--- config.mk ---
export PLATFORM = sky130hd
export DESIGN_NAME = gp_port_core
export DESIGN_NICKNAME = d
export VERILOG_FILES = /design/src/inc/gp_pkg.sv /design/src/inc/gp_pin_if.sv /design/src/rtl/gp_pin_sync.sv /design/src/rtl/gp_port_core.sv
export SDC_FILE = /design/constraint.sdc
export NUM_CORES = 1
export LEC_CHECK = 0
export ABC_AREA = 1
export BUFFER_PORTS_ARGS = -buffer_cell sky130_fd_sc_hd__buf_2
export CAP_MARGIN = 20
export CORE_ASPECT_RATIO = 1.5
export CORE_UTILIZATION = 50
export CTS_BUF_LIST = sky130_fd_sc_hd__clkbuf_8
export CTS_CLUSTER_SIZE = 16
export DETAILED_ROUTE_END_ITERATION = 6
export HOLD_SLACK_MARGIN = 0.05
export PLACE_DENSITY = 0.85
export SLEW_MARGIN = 5
export SYNTH_ARGS = -nofsm -noshare
export SYNTH_HDL_FRONTEND = slang
export SYNTH_SLANG_ARGS = --single-unit
--- constraint.sdc ---
create_clock -name pclk -period 3.1 [get_ports pclk]
set_input_delay 0.62 -clock pclk [delete_from_list [all_inputs] [get_ports pclk]]
set_output_delay 0.62 -clock pclk [all_outputs]
set_load 0.05 [all_outputs]
--- src/inc/gp_pkg.sv ---
// Constants shared by the general-purpose pin block
package gp_pkg;
	localparam int unsigned GP_PINS = 16;
	localparam int unsigned GP_PORTS = 3;
	localparam int unsigned GP_P1_BASE = 8;
	localparam int unsigned GP_P2_BASE = 13;

	// Register groups: byte address = group base + 4 * port
	localparam logic [3:0] GP_GRP_DATA = 4'h0;
	localparam logic [3:0] GP_GRP_SEL = 4'h1;
	localparam logic [3:0] GP_GRP_DIR = 4'h2;
	localparam logic [3:0] GP_GRP_PULLDIS = 4'h3;
	localparam logic [3:0] GP_GRP_IEN = 4'h4;
	localparam logic [3:0] GP_GRP_IFG = 4'h5;
	localparam logic [3:0] GP_GRP_MISC = 4'h6;
	localparam logic [3:0] GP_GRP_MISC2 = 4'h7;

	// Single registers
	localparam logic [7:0] GP_ADDR_BITOP = 8'h60;
	localparam logic [7:0] GP_ADDR_PULL = 8'h64;
	localparam logic [7:0] GP_ADDR_EDGE = 8'h68;
	localparam logic [7:0] GP_ADDR_ANALOG = 8'h6C;
	localparam logic [7:0] GP_ADDR_PRIO = 8'h70;
	localparam logic [7:0] GP_ADDR_CPU_IEN = 8'h74;
	localparam logic [7:0] GP_ADDR_SLEEP = 8'h78;

	// Bit operation fields
	localparam int unsigned GP_BITOP_BIT_LSB = 0;
	localparam int unsigned GP_BITOP_PORT_LSB = 4;
	localparam int unsigned GP_BITOP_VAL = 8;

	// Reset values
	localparam logic [15:0] GP_RST_LATCH = 16'hFFFF;
	localparam logic [15:0] GP_RST_ZERO16 = 16'h0000;
	localparam logic [15:0] GP_RST_OE_N = 16'hFFFF;
	localparam logic [15:0] GP_RST_PULL_UP = 16'hF8FF;
	localparam logic [15:0] GP_NO_PULL_MASK = 16'h0700;
	localparam logic [4:0] GP_RST_PULL_POL = 5'h1F;
	localparam logic [7:0] GP_RST_ANALOG = 8'h00;
	localparam logic [2:0] GP_RST_EDGE = 3'h0;
	localparam logic [2:0] GP_RST_CPU_IEN = 3'h0;
	localparam logic [1:0] GP_RST_SLEEP = 2'h0;
	localparam logic GP_RST_PRIO = 1'b0;

	typedef enum logic [1:0] {
		GP_AWAKE = 2'b00,
		GP_SLEEP_ONE = 2'b01,
		GP_SLEEP_TWO = 2'b11,
		GP_SLEEP_THREE = 2'b10
	} gp_sleep_type;
endpackage

--- src/inc/gp_pin_if.sv ---
// Synchronised pin levels and edge pulses between the pin front end and the core
`timescale 1ns/10ps
`default_nettype none
interface gp_pin_if;
	logic [15:0] level;
	logic [15:0] rise;
	logic [15:0] fall;
	modport src (output level, output rise, output fall);
	modport dst (input level, input rise, input fall);
endinterface
`default_nettype wire

--- src/rtl/gp_pin_sync.sv ---
// Two-stage pin synchroniser with rising and falling edge pulses
`timescale 1ns/10ps
`default_nettype none
module gp_pin_sync
	import gp_pkg::*;
(
	input wire logic pclk,
	input wire logic presetn,
	input wire logic [15:0] pin_in,
	gp_pin_if.src sync
);
	logic [15:0] meta;
	logic [15:0] stable;
	logic [15:0] prev;

	// First stage feeds only the second stage
	always_ff @(posedge pclk or negedge presetn) begin
		if (!presetn) begin
			meta <= GP_RST_LATCH;
			stable <= GP_RST_LATCH;
		end else begin
			meta <= pin_in;
			stable <= meta;
		end
	end

	always_ff @(posedge pclk or negedge presetn) begin
		if (!presetn) begin
			prev <= GP_RST_LATCH;
		end else begin
			prev <= stable;
		end
	end

	assign sync.level = stable;
	assign sync.rise = stable & ~prev;
	assign sync.fall = ~stable & prev;
endmodule
`default_nettype wire

--- src/rtl/gp_port_core.sv ---
// General-purpose pin block: APB registers, pin muxing, pulls, edge flags
//
// Decided for this implementation: the APB slave port and the register addresses.
`timescale 1ns/10ps
`default_nettype none
module gp_port_core
	import gp_pkg::*;
(
	input wire logic pclk,
	input wire logic presetn,
	input wire logic psel,
	input wire logic penable,
	input wire logic pwrite,
	input wire logic [7:0] paddr,
	input wire logic [31:0] pwdata,
	output logic [31:0] prdata,
	output logic pready,
	output logic pslverr,
	input wire logic [15:0] pin_in,
	output logic [15:0] pin_out,
	output logic [15:0] pin_oe_n,
	output logic [15:0] pull_up_en,
	output logic [15:0] pull_down_en,
	input wire logic [15:0] serial_out,
	input wire logic [15:0] serial_drive,
	input wire logic [15:0] timer1_out,
	input wire logic [15:0] timer1_drive,
	input wire logic [15:0] aux_out,
	input wire logic [15:0] aux_drive,
	output logic [15:0] periph_in,
	output logic [7:0] adc_input_select,
	output logic port0_dma_trigger,
	output logic port1_dma_trigger,
	output logic [2:0] cpu_port_irq_req
);
	gp_pin_if sync ();

	logic [15:0] out_latch;
	logic [15:0] pin_function_select;
	logic [15:0] pin_direction;
	logic [15:0] input_pull_disable;
	logic [15:0] pin_irq_enable;
	logic [15:0] pin_irq_flags;
	logic [4:0] pull_polarity_group;
	logic [2:0] edge_config;
	logic [7:0] analog_pin_config;
	logic port0_serial_timer_priority;
	logic [2:0] cpu_port_common_irq_enable;
	gp_sleep_type sleep_mode;

	logic [15:0] edge_hit;
	logic [15:0] next_pin_out;
	logic [15:0] next_pin_oe_n;
	logic [15:0] next_pull_up;
	logic [15:0] next_pull_down;
	logic [3:0] grp;
	logic [1:0] port;
	logic port_ok;
	logic single_ok;
	logic mapped;
	logic wr;
	logic [31:0] next_rdata;

	gp_pin_sync u_sync (
		.pclk(pclk),
		.presetn(presetn),
		.pin_in(pin_in),
		.sync(sync.src)
	);

	function automatic logic [7:0] get_port(input logic [15:0] v, input logic [1:0] idx);
		case (idx)
			2'd0: get_port = v[7:0];
			2'd1: get_port = {3'b000, v[12:8]};
			2'd2: get_port = {5'b0_0000, v[15:13]};
			default: get_port = 8'h00;
		endcase
	endfunction

	function automatic logic [15:0] put_port(input logic [15:0] v, input logic [1:0] idx, input logic [7:0] b);
		put_port = v;
		case (idx)
			2'd0: put_port[7:0] = b;
			2'd1: put_port[12:8] = b[4:0];
			2'd2: put_port[15:13] = b[2:0];
			default: put_port = v;
		endcase
	endfunction

	function automatic logic [1:0] port_of(input int unsigned i);
		if (i < GP_P1_BASE) begin
			port_of = 2'd0;
		end else if (i < GP_P2_BASE) begin
			port_of = 2'd1;
		end else begin
			port_of = 2'd2;
		end
	endfunction

	// Four-pin pull groups up to P1.3, then P1.4 alone and port 2 as one; P1.3 shares a group with pins that lack pulls
	function automatic int unsigned pull_group(input int unsigned i);
		if (i < GP_P2_BASE) begin
			pull_group = i / 4;
		end else begin
			pull_group = 4;
		end
	endfunction

	// Address decode
	assign grp = paddr[7:4];
	assign port = paddr[3:2];
	assign port_ok = (port != 2'd3) && (paddr[1:0] == 2'b00) && (grp <= GP_GRP_IFG);
	assign single_ok = (paddr == GP_ADDR_BITOP) || (paddr == GP_ADDR_PULL) ||
		(paddr == GP_ADDR_EDGE) || (paddr == GP_ADDR_ANALOG) ||
		(paddr == GP_ADDR_PRIO) || (paddr == GP_ADDR_CPU_IEN) ||
		(paddr == GP_ADDR_SLEEP);
	assign mapped = port_ok || single_ok;
	assign wr = psel && penable && pwrite && mapped;

	// Zero wait states; error on unmapped addresses
	assign pready = penable;
	assign pslverr = psel && penable && !mapped;

	always_comb begin
		next_rdata = 32'h0000_0000;
		if (port_ok) begin
			case (grp)
				GP_GRP_DATA: next_rdata[7:0] = get_port(sync.level, port);
				GP_GRP_SEL: next_rdata[7:0] = get_port(pin_function_select, port);
				GP_GRP_DIR: next_rdata[7:0] = get_port(pin_direction, port);
				GP_GRP_PULLDIS: next_rdata[7:0] = get_port(input_pull_disable, port);
				GP_GRP_IEN: next_rdata[7:0] = get_port(pin_irq_enable, port);
				GP_GRP_IFG: next_rdata[7:0] = get_port(pin_irq_flags, port);
				default: next_rdata = 32'h0000_0000;
			endcase
		end else begin
			case (paddr)
				GP_ADDR_PULL: next_rdata[4:0] = pull_polarity_group;
				GP_ADDR_EDGE: next_rdata[2:0] = edge_config;
				GP_ADDR_ANALOG: next_rdata[7:0] = analog_pin_config;
				GP_ADDR_PRIO: next_rdata[0] = port0_serial_timer_priority;
				GP_ADDR_CPU_IEN: next_rdata[2:0] = cpu_port_common_irq_enable;
				GP_ADDR_SLEEP: next_rdata[1:0] = sleep_mode;
				default: next_rdata = 32'h0000_0000;
			endcase
		end
	end

	// Captured in the setup cycle so the access phase sees a stable word
	always_ff @(posedge pclk or negedge presetn) begin
		if (!presetn) begin
			prdata <= 32'h0000_0000;
		end else if (psel && !penable && !pwrite) begin
			prdata <= next_rdata;
		end
	end

	// Output latch: byte writes and single-bit operations
	always_ff @(posedge pclk or negedge presetn) begin
		if (!presetn) begin
			out_latch <= GP_RST_LATCH;
		end else if (wr && port_ok && grp == GP_GRP_DATA) begin
			out_latch <= put_port(out_latch, port, pwdata[7:0]);
		end else if (wr && paddr == GP_ADDR_BITOP) begin
			// Latch, not pin, is the source so input pins keep their latch bits, not their levels
			out_latch <= put_port(out_latch, pwdata[GP_BITOP_PORT_LSB +: 2],
				get_port(out_latch, pwdata[GP_BITOP_PORT_LSB +: 2]) &
				~(8'h01 << pwdata[GP_BITOP_BIT_LSB +: 3]) |
				({7'h00, pwdata[GP_BITOP_VAL]} << pwdata[GP_BITOP_BIT_LSB +: 3]));
		end
	end

	always_ff @(posedge pclk or negedge presetn) begin
		if (!presetn) begin
			pin_function_select <= GP_RST_ZERO16;
		end else if (wr && port_ok && grp == GP_GRP_SEL) begin
			pin_function_select <= put_port(pin_function_select, port, pwdata[7:0]);
		end
	end

	always_ff @(posedge pclk or negedge presetn) begin
		if (!presetn) begin
			pin_direction <= GP_RST_ZERO16;
		end else if (wr && port_ok && grp == GP_GRP_DIR) begin
			pin_direction <= put_port(pin_direction, port, pwdata[7:0]);
		end
	end

	always_ff @(posedge pclk or negedge presetn) begin
		if (!presetn) begin
			input_pull_disable <= GP_RST_ZERO16;
		end else if (wr && port_ok && grp == GP_GRP_PULLDIS) begin
			input_pull_disable <= put_port(input_pull_disable, port, pwdata[7:0]);
		end
	end

	always_ff @(posedge pclk or negedge presetn) begin
		if (!presetn) begin
			pin_irq_enable <= GP_RST_ZERO16;
		end else if (wr && port_ok && grp == GP_GRP_IEN) begin
			pin_irq_enable <= put_port(pin_irq_enable, port, pwdata[7:0]);
		end
	end

	// Edge selection per port
	always_comb begin
		for (int unsigned i = 0; i < GP_PINS; i++) begin
			edge_hit[i] = edge_config[port_of(i)] ? sync.fall[i] : sync.rise[i];
		end
	end

	// Flags: a new edge wins over a clear in the same cycle
	always_ff @(posedge pclk or negedge presetn) begin
		if (!presetn) begin
			pin_irq_flags <= GP_RST_ZERO16;
		end else if (wr && port_ok && grp == GP_GRP_IFG) begin
			pin_irq_flags <= (pin_irq_flags & put_port(16'hFFFF, port, pwdata[7:0])) | edge_hit;
		end else begin
			pin_irq_flags <= pin_irq_flags | edge_hit;
		end
	end

	always_ff @(posedge pclk or negedge presetn) begin
		if (!presetn) begin
			pull_polarity_group <= GP_RST_PULL_POL;
			edge_config <= GP_RST_EDGE;
			analog_pin_config <= GP_RST_ANALOG;
			port0_serial_timer_priority <= GP_RST_PRIO;
			cpu_port_common_irq_enable <= GP_RST_CPU_IEN;
			sleep_mode <= GP_AWAKE;
		end else if (wr) begin
			case (paddr)
				GP_ADDR_PULL: pull_polarity_group <= pwdata[4:0];
				GP_ADDR_EDGE: edge_config <= pwdata[2:0];
				GP_ADDR_ANALOG: analog_pin_config <= pwdata[7:0];
				GP_ADDR_PRIO: port0_serial_timer_priority <= pwdata[0];
				GP_ADDR_CPU_IEN: cpu_port_common_irq_enable <= pwdata[2:0];
				GP_ADDR_SLEEP: sleep_mode <= gp_sleep_type'(pwdata[1:0]);
				default: sleep_mode <= sleep_mode;
			endcase
		end
	end

	// Pin drive and pull resolution
	always_comb begin
		logic analog;
		logic per_drive;
		logic per_val;
		logic drive;
		logic pull_on;
		analog = 1'b0;
		per_drive = 1'b0;
		per_val = 1'b0;
		drive = 1'b0;
		pull_on = 1'b0;
		next_pin_out = 16'h0000;
		next_pin_oe_n = 16'hFFFF;
		next_pull_up = 16'h0000;
		next_pull_down = 16'h0000;
		for (int unsigned i = 0; i < GP_PINS; i++) begin
			analog = (i < GP_P1_BASE) ? analog_pin_config[i[2:0]] : 1'b0;
			per_drive = serial_drive[i] || timer1_drive[i] || aux_drive[i];
			// Only drivers compete; readers never arbitrate
			if (serial_drive[i] && timer1_drive[i] && i < GP_P1_BASE) begin
				per_val = port0_serial_timer_priority ? timer1_out[i] : serial_out[i];
			end else if (serial_drive[i]) begin
				per_val = serial_out[i];
			end else if (timer1_drive[i]) begin
				per_val = timer1_out[i];
			end else begin
				per_val = aux_out[i];
			end
			if (analog) begin
				drive = 1'b0;
				next_pin_out[i] = 1'b0;
			end else if (pin_function_select[i]) begin
				drive = per_drive;
				next_pin_out[i] = per_val;
			end else begin
				drive = pin_direction[i];
				next_pin_out[i] = out_latch[i];
			end
			next_pin_oe_n[i] = ~drive;
			pull_on = !analog && !pin_function_select[i] && !drive && !input_pull_disable[i] &&
				!GP_NO_PULL_MASK[i];
			next_pull_up[i] = pull_on && pull_polarity_group[pull_group(i)];
			next_pull_down[i] = pull_on && !pull_polarity_group[pull_group(i)];
		end
	end

	// Pins frozen while asleep
	always_ff @(posedge pclk or negedge presetn) begin
		if (!presetn) begin
			pin_out <= GP_RST_LATCH;
			pin_oe_n <= GP_RST_OE_N;
			pull_up_en <= GP_RST_PULL_UP;
			pull_down_en <= GP_RST_ZERO16;
		end else if (sleep_mode == GP_AWAKE) begin
			pin_out <= next_pin_out;
			pin_oe_n <= next_pin_oe_n;
			pull_up_en <= next_pull_up;
			pull_down_en <= next_pull_down;
		end
	end

	// Peripheral inputs see the pin regardless of select
	always_ff @(posedge pclk or negedge presetn) begin
		if (!presetn) begin
			periph_in <= GP_RST_LATCH;
			adc_input_select <= GP_RST_ANALOG;
		end else begin
			periph_in <= sync.level;
			adc_input_select <= analog_pin_config;
		end
	end

	always_ff @(posedge pclk or negedge presetn) begin
		if (!presetn) begin
			port0_dma_trigger <= 1'b0;
			port1_dma_trigger <= 1'b0;
		end else begin
			port0_dma_trigger <= |edge_hit[7:0];
			port1_dma_trigger <= |edge_hit[12:8];
		end
	end

	always_ff @(posedge pclk or negedge presetn) begin
		if (!presetn) begin
			cpu_port_irq_req <= 3'b000;
		end else begin
			cpu_port_irq_req[0] <= cpu_port_common_irq_enable[0] && |(pin_irq_flags[7:0] & pin_irq_enable[7:0]);
			cpu_port_irq_req[1] <= cpu_port_common_irq_enable[1] && |(pin_irq_flags[12:8] & pin_irq_enable[12:8]);
			cpu_port_irq_req[2] <= cpu_port_common_irq_enable[2] &&
				|(pin_irq_flags[15:13] & pin_irq_enable[15:13]);
		end
	end
endmodule
`default_nettype wire

==> qor.yml, run 1 <==
detailed_routing:
  wl_per_cell_um: 17.84
  ant_nets: 0
  remaining_drc_errors: 0
  wirelength_um: 37190
  vias: 11290
  firstDrtPassIters: 6
  drt-initial-drc-count: 769
  vias_per_cell: 5.415
yosys:
  synth_edf_count: 0
  synth-simple-area-share_pct: 28.95
  synthAdderAreaFrac_pct: 0
  ys_seq_elements: 245
  syn_inst: 1493
  yosys.area_share.xor_xnor_pct: 0
  synth.most_common_cell: "nand2_1"
  synth_compound_area_share_pct: 10.86
  seq_area_frac_synth_pct: 52.57
  avgSynthCellArea_um2: 7.993
  yosysWarnings: 0
  synth_top_cell_area_share_pct: 27.47
  synth.top_cells.by_area: "dfrtp_1 (27%), dfstp_2 (25%), nand2_1 (15%)"
  muxShareOfSynthArea_pct: 0
  ys_types: 43
  post-synth-top-area-cell: "dfrtp_1"
  synth.cell_area_um2: 11930
  async_flop_share_pct: 100.0
  ys.flop_type: "dfrtp_1"
  synth_top_family_by_area: "simple AND/OR/NAND/NOR gates"
  synth_commonest_cells: "nand2_1 (470), o21ai_0 (174), dfrtp_1 (131)"
global_route:
  antenna_found_initial: 0
  first_global_vias: 11040
  grt_max_degree: 91
  grt.total_usage_pct: 31.24
  grt_pass1_wl_um: 57880
  grt_overflow: 0
outcome:
  status: "finished, final reports clean"
setup_path:
  timing.rr.end: "pin_out[12]$_DFFE_PN1N_"
  r2r_cells: 5
  cp_max_fo: 20
  crit_required_ns: 2.48
  worst-setup-path-type: "input port to output pin"
  r2r-start: "sleep_mode[1]$_DFFE_PN0P_"
  rrSetupSlack_ns: 1.31
  cp-start-kind: "input port"
  endpoint_kind: "output pin"
  critPathArrivalTime_ns: 2.03
clock_network:
  post_cts_resized: 0
  htree_levels: 2
  postCtsHoldBufs: 0
  cts_buffer_depth: 3
  cts_tree: "built"
  postCtsSetupRepairBufs: 0
  root_buffer: "clkbuf_8"
  cts_buffers: 38
  numClockSinks: 245
  clk_pin_slew_ns: 0.07
  clock_latency_ns: 0.55
sta:
  finalHoldViolCount: 0
  final.period_utilization_pct: 85.46
  fin_crit_ns: 2.649
  drv_slew: 0
  setup_viol_count_final: 0
  fmax_ghz: 0.3775
  max-slew-margin-rel_pct: 46.10
  rsz0062_at_grt: "false"
  clock_skew_ns: 0.02267
  fin_ws_ns: 0.4507
  worst_pin_slew_ns: 0.8076
  tns_ns: 0
floorplan:
  dieArea_um2: 24500
  die_h_um: 191.2
  dieWidth_um: 128.1
  num_rows: 68
  io_pins: 284
  core_um2: 23230
  initial_core_util_pct: 51.38
power_and_ir_drop:
  power_frac_clock_pct: 42.3
  power_frac_seq_pct: 47.5
  peakVddDrop_mv: 0.3767
  switching_power_mw: 1.881
  pwr-share-comb_pct: 10.2
  power_density_nw_per_um2: 491.6
  p_leak_nw: 6.884
  p_total_mw: 7.006
  internal_power_mw: 5.124
  p_sw_share_pct: 26.86
cells_and_area:
  synthToLayoutAreaGrowth_pct: 19.41
  layout-drive-gt1-share_pct: 27.12
  antenna_cells: 0
  final_nets: 1897
  nFillCells: 2040
place:
  dp_hpwl_um: 28080
  io_buffers: 230
  post-place-ws_ns: 0.4688
  gp_congestion: 0.9537
min_path:
  hold_path.class: "input port to async pin"
job:
  cap_viol_max_count: 0
==> cells in the final DEF (no fill, tap or decap), types with 3 or more instances in the layout <==
| cell type | Yosys | layout |
|---|---|---|
| clkbuf_8 | 0 | 51 |
| buf_2 | 10 | 229 |
| buf_12 | 0 | 4 |
| nor4_1 | 11 | 11 |
| a21oi_1 | 30 | 30 |
| o211ai_1 | 11 | 11 |
| nor2_4 | 4 | 5 |
| inv_1 | 119 | 124 |
| o22ai_1 | 3 | 3 |
| nand2_4 | 3 | 3 |
| inv_2 | 6 | 6 |
| nand2_2 | 9 | 9 |
| nand3_1 | 119 | 119 |
| nor2_1 | 124 | 123 |
| or2_2 | 10 | 10 |
| nor2_2 | 6 | 6 |
| nand4_1 | 15 | 15 |
| o21ai_0 | 174 | 174 |
| nand2_1 | 470 | 470 |
| dfstp_2 | 114 | 114 |
| clkinv_2 | 0 | 9 |
| nor3_1 | 20 | 20 |
| o21ai_1 | 14 | 14 |
| buf_4 | 34 | 19 |
| conb_1 | 1 | 30 |
| dfrtp_1 | 131 | 131 |
| o22a_1 | 3 | 3 |
==> worst max-delay path: stages <==
cell and delay (ns):
buf_2 0.37, nand2_4 0.13, nand2_2 0.14, nor2_8 0.08, inv_2 0.11, nand3_4 0.17, nor2_1 0.11, buf_2 0.27
==> power by group through the flow <==
stage	registers, mW	clock network, mW	logic, mW
2_1_floorplan	3.49	0	0.322
3_3_place_gp	3.38	0	0.695
3_5_place_dp	3.38	0	0.708
4_1_cts	3.33	3.02	0.711
5_1_grt	3.33	3.16	0.769
6_report	3.33	2.96	0.712
==> final cells by class <==
| type | count | area, um2 | share of cell area [%] |
|---|---|---|---|
| multi-input combinational | 1075 | 4871 | 34.18 |
| inverter | 127 | 476.7 | 3.345 |
| clock buffer | 51 | 701.9 | 4.926 |
| tap | 315 | 394.1 | 2.766 |
| timing repair buffer | 253 | 1384 | 9.711 |
| sequential | 245 | 6274 | 44.03 |
| clock inverter | 19 | 148.9 | 1.045 |
==> stage by stage <==
stage	util, %	hold WS (ns)	area, um2	std cells
6_report	61.35	0.07941	14250	2085
5_1_grt	61.35	0.1274	14250	2085
4_1_cts	61.35	0.09015	14250	2085
3_5_place_dp	57.69	0.3468	13400	2015
3_3_place_gp	57.69	0.3454	13400	2015
2_1_floorplan	-	0.3244	12040	1522
==> how the worst max path moves through the flow <==
| stage | start | to | slack (ns) | depth (start not counted) |
|---|---|---|---|---|
| after global placement | paddr[2] | pslverr | 0.49 | 8 |
| after detailed placement | paddr[2] | pslverr | 0.47 | 8 |
| after CTS | paddr[2] | pslverr | 0.46 | 8 |
| final | paddr[2] | pslverr | 0.45 | 8 |
| after floorplan | paddr[3] | pslverr | 0.62 | 7 |
| after global routing | paddr[2] | pslverr | 0.34 | 8 |
==> routing by layer <==
metal	GRT usage [%]	wire (um)	part of all wire [%]	up-vias
met5	0	0	0	-
met4	20.14	2414	6.5	0
met3	4.422	2605	7.0	138
met2	54.49	18650	50	570
met1	35.69	13520	36	5289
li1	-	-	-	5294
==> kinds of logic after synthesis <==
| logic type | Yosys count |
|---|---|
| AO/OA/AOI/OAI | 245 |
| buffers and inverters | 202 |
| flip-flops | 245 |
| other | 1 |
| AND/OR/NAND/NOR | 800 |
==> flip-flops by register name, indices dropped and copies added (netlist names) <==
name and flops:
adc_input_select 8, analog_pin_config 8, cpu_port_common_irq_enable 3, cpu_port_irq_req 3, edge_config 3, input_pull_disable 16
out_latch 16, pin_direction 16, pin_function_select 16, pin_irq_enable 16, pin_irq_flags 16, pin_oe_n 16
pin_out 16, port0_dma_trigger 1, port0_serial_timer_priority 1, port1_dma_trigger 1, prdata 8, pull_down_en 13
pull_polarity_group 5, pull_up_en 13, sleep_mode 2, u_sync.meta 16, u_sync.prev 16, u_sync.sync.level 16
Power figures use the tool's default switching activity.
==> inputs of run 2 (changes only) <==
--- a/config.mk
+++ b/config.mk
@@ -5,16 +5,17 @@
 export SDC_FILE = /design/constraint.sdc
 export NUM_CORES = 1
 export LEC_CHECK = 0
-export ABC_AREA = 1
 export BUFFER_PORTS_ARGS = -buffer_cell sky130_fd_sc_hd__buf_2
 export CAP_MARGIN = 20
 export CORE_ASPECT_RATIO = 1.5
+export CORE_MARGIN = 2
 export CORE_UTILIZATION = 50
 export CTS_BUF_LIST = sky130_fd_sc_hd__clkbuf_8
 export CTS_CLUSTER_SIZE = 16
 export DETAILED_ROUTE_END_ITERATION = 6
 export HOLD_SLACK_MARGIN = 0.05
 export PLACE_DENSITY = 0.85
+export SETUP_SLACK_MARGIN = 0.2
 export SLEW_MARGIN = 5
 export SYNTH_ARGS = -nofsm -noshare
 export SYNTH_HDL_FRONTEND = slang
==> run 2 against run 1 <==
  * Sequential share of layout area up 0.28 points
  * Critical path depth down 3
  * Final cell count down 21%
  * Via count down 16%
  * Clock power about the same
  * Count of clock-buffer cells in the layout down 5
  * Worst hold slack better by 0.032 ns
  * Synthesized cell count down 29%
==> qor.yml, run 2 <==
place:
  dp_cells: 1574  # -22%
  dp_hpwl_um: 25120  # -11%
  io_buffers: 230  # unchanged
  gp_congestion: 0.9855  # +3.3%
  post-place-ws_ns: 0.3891  # -0.07966 ns
clock_network:
  clk_pin_slew_ns: 0.07  # about the same
  cts_buffers: 38  # unchanged
  cts_buffer_depth: 3  # unchanged
  postCtsSetupRepairBufs: 0  # unchanged
  cts_tree: "built"
  root_buffer: "clkbuf_8"
  htree_levels: 2  # unchanged
  numClockSinks: 245  # unchanged
  clock_latency_ns: 0.55  # about the same
  post_cts_resized: 0  # unchanged
  postCtsHoldBufs: 0  # unchanged
setup_path:
  worst-setup-path-type: "input port to output pin"
  cpMaxStageDelayCell: "buf_4"
  critPathBufInv: 3  # unchanged
  rrSetupSlack_ns: 1.43  # +0.12 ns
  critPathArrivalTime_ns: 2.06  # +0.03 ns
  r2r_cells: 4  # -1
  cp-start-kind: "input port"
  crit_required_ns: 2.48  # about the same
  timing.rr.end: "pull_down_en[2]$_DFFE_PN0N_"
  path_cells: "buf_2 > buf_4 > nand2_1 > a21oi_1 > buf_12"
  endpoint: "pslverr"
  cp.depth: 5  # -3
  crit_path_start: "paddr[2]"
  crit_family: "buffers and inverters"
  endpoint_kind: "output pin"
  slowest_delay_ns: 0.42  # +0.05 ns
  cp_max_fo: 29  # +45%
  r2r-start: "sleep_mode[1]$_DFFE_PN0P_"
floorplan:
  num_rows: 69  # +1.5%
  initial_core_util_pct: 50.42  # -0.96 points
  dieWidth_um: 129.6  # +1.2%
  io_pins: 284  # unchanged
  dieArea_um2: 24950  # +1.8%
  die_h_um: 192.5  # +0.65%
  core_um2: 23480  # +1.1%
yosys:
  yosysWarnings: 0  # unchanged
  syn_inst: 1056  # -29%
  ys_seq_elements: 245  # unchanged
  synth.top_cells.by_area: "dfrtp_1 (28%), dfstp_2 (25%), mux2_2 (8.7%)"
  synth.cell_area_um2: 11840  # -0.80%
  async_flop_share_pct: 100.0  # unchanged
  seq_area_frac_synth_pct: 52.99  # +0.42 points
  synth_edf_count: 0  # unchanged
  ys_types: 69  # +60%
  avgSynthCellArea_um2: 11.21  # +40%
  post-synth-top-area-cell: "dfrtp_1"
  ys.flop_type: "dfrtp_1"
  synth_top_cell_area_share_pct: 27.69  # +0.22 points
  synth.most_common_cell: "dfrtp_1"
  synth_commonest_cells: "dfrtp_1 (131), dfstp_2 (114), nand2_1 (109)"
detailed_routing:
  drt-initial-drc-count: 697  # -9.4%
  vias: 9503  # -16%
  wl_per_cell_um: 20.36  # +14%
  vias_per_cell: 5.780  # +6.7%
  wirelength_um: 33480  # -10%
  ant_nets: 0  # unchanged
  firstDrtPassIters: 5  # -1
  remaining_drc_errors: 0  # unchanged
global_route:
  grt.total_usage_pct: 26.54  # -4.7 points
  grtUsageMet2_pct: 47.04  # -7.5 points
  met3_usage_pct: 4.685  # +0.26 points
  grt_max_degree: 98  # +7.7%
  grt_overflow: 0  # unchanged
  antenna_found_initial: 3  # +3
  first_global_vias: 9254  # -16%
  busiest_layer: "met2"
  grt_pass1_wl_um: 50540  # -13%
  grt_util_met1_pct: 30.67  # -5.0 points
sta:
  final.period_utilization_pct: 86.60  # +1.1 points
  fin_ws_ns: 0.4153  # -0.03535 ns
  tns_ns: 0  # unchanged
  whs_ns: 0.1115  # +0.03213 ns
  drv_slew: 0  # unchanged
  fin_crit_ns: 2.685  # +0.03536 ns
  rsz0062_at_grt: "false"
  fmax_ghz: 0.3725  # -1.3%
  setup_viol_count_final: 0  # unchanged
  max-slew-margin-rel_pct: 49.98  # +3.9 points
  clock_skew_ns: 0.04258  # +0.01991 ns
  worst_pin_slew_ns: 0.7476  # -0.06005 ns
  finalHoldViolCount: 0  # unchanged
cells_and_area:
  synthToLayoutAreaGrowth_pct: 19.60
  fin_util_pct: 60.30  # -1.1 points
  nFillCells: 1955  # -4.2%
  layout-drive-gt1-share_pct: 41.35  # +14 points
  final_common_cell: "buf_2"
  fin_cells: 1644  # -21%
  final_cell_mix: "buf_2 (228), dfrtp_1 (131), dfstp_2 (114), nand2_1 (109), mux2_2 (91)"
  final-seq-area_um2: 6274  # unchanged
  final_nets: 1453  # -23%
  multi_input_area_um2: 5200  # +6.8%
power_and_ir_drop:
  peakVddDrop_mv: 0.5007  # +33%
  power_density_nw_per_um2: 502.9  # +2.3%
  p_leak_nw: 6.177  # -10%
outcome:
  status: "finished, final reports clean"
job:
  cap_viol_max_count: 0  # unchanged
min_path:
  hold_path.class: "input port to async pin"
==> run 2: logic make-up after synthesis <==
logic type	after synthesis	synth area share, %
AO/OA/AOI/OAI	235	13.28
other	1	0.03168
multiplexers	157	14.24
AND/OR/NAND/NOR	327	15.45
flip-flops	245	52.99
buffers and inverters	91	4.005
==> run 2: layout make-up <==
type	count	area share [%]
Timing Repair Buffer	256	10.04
Tap cell	319	2.819
Sequential cell	245	44.31
Clock inverter	21	1.449
Antenna cell	2	0.03535
Clock buffer	46	4.471
Inverter	6	0.1591
Multi-Input combinational cell	749	36.72
==> run 2: worst min path at each step <==
stage,end,slack [ns],cells past startpoint
CTS,pin_direction[7]$_DFFE_PN0P_,0.12,1
finish,pin_direction[7]$_DFFE_PN0P_,0.11,1
detailed placement,u_sync.sync.level[1]$_DFF_PN1_,0.35,0
global placement,u_sync.sync.level[14]$_DFF_PN1_,0.35,0
floorplan,adc_input_select[0]$_DFF_PN0_,0.32,0
global route,pin_direction[7]$_DFFE_PN0P_,0.15,1
==> run 2: per-layer routing <==
layer / share of wire, % / wire length [um]
met1: 37 / 12350
met2: 52 / 17430
met3: 6.2 / 2060
met4: 4.9 / 1628
met5: 0.045 / 15
==> run 2: stage by stage <==
step	power [mW]	cell area, um2
after floorplan	3.909	11950
after global routing	7.375	14160
after detailed placement	4.200	13300
after CTS	7.173	14130
final	7.121	14160
after global placement	4.182	13300
==> run 2: power by group <==
group	switching (mW)	internal, mW
registers	0.0588	3.31
logic	0.561	0.220
clock network	1.28	1.69
total	1.90	5.22
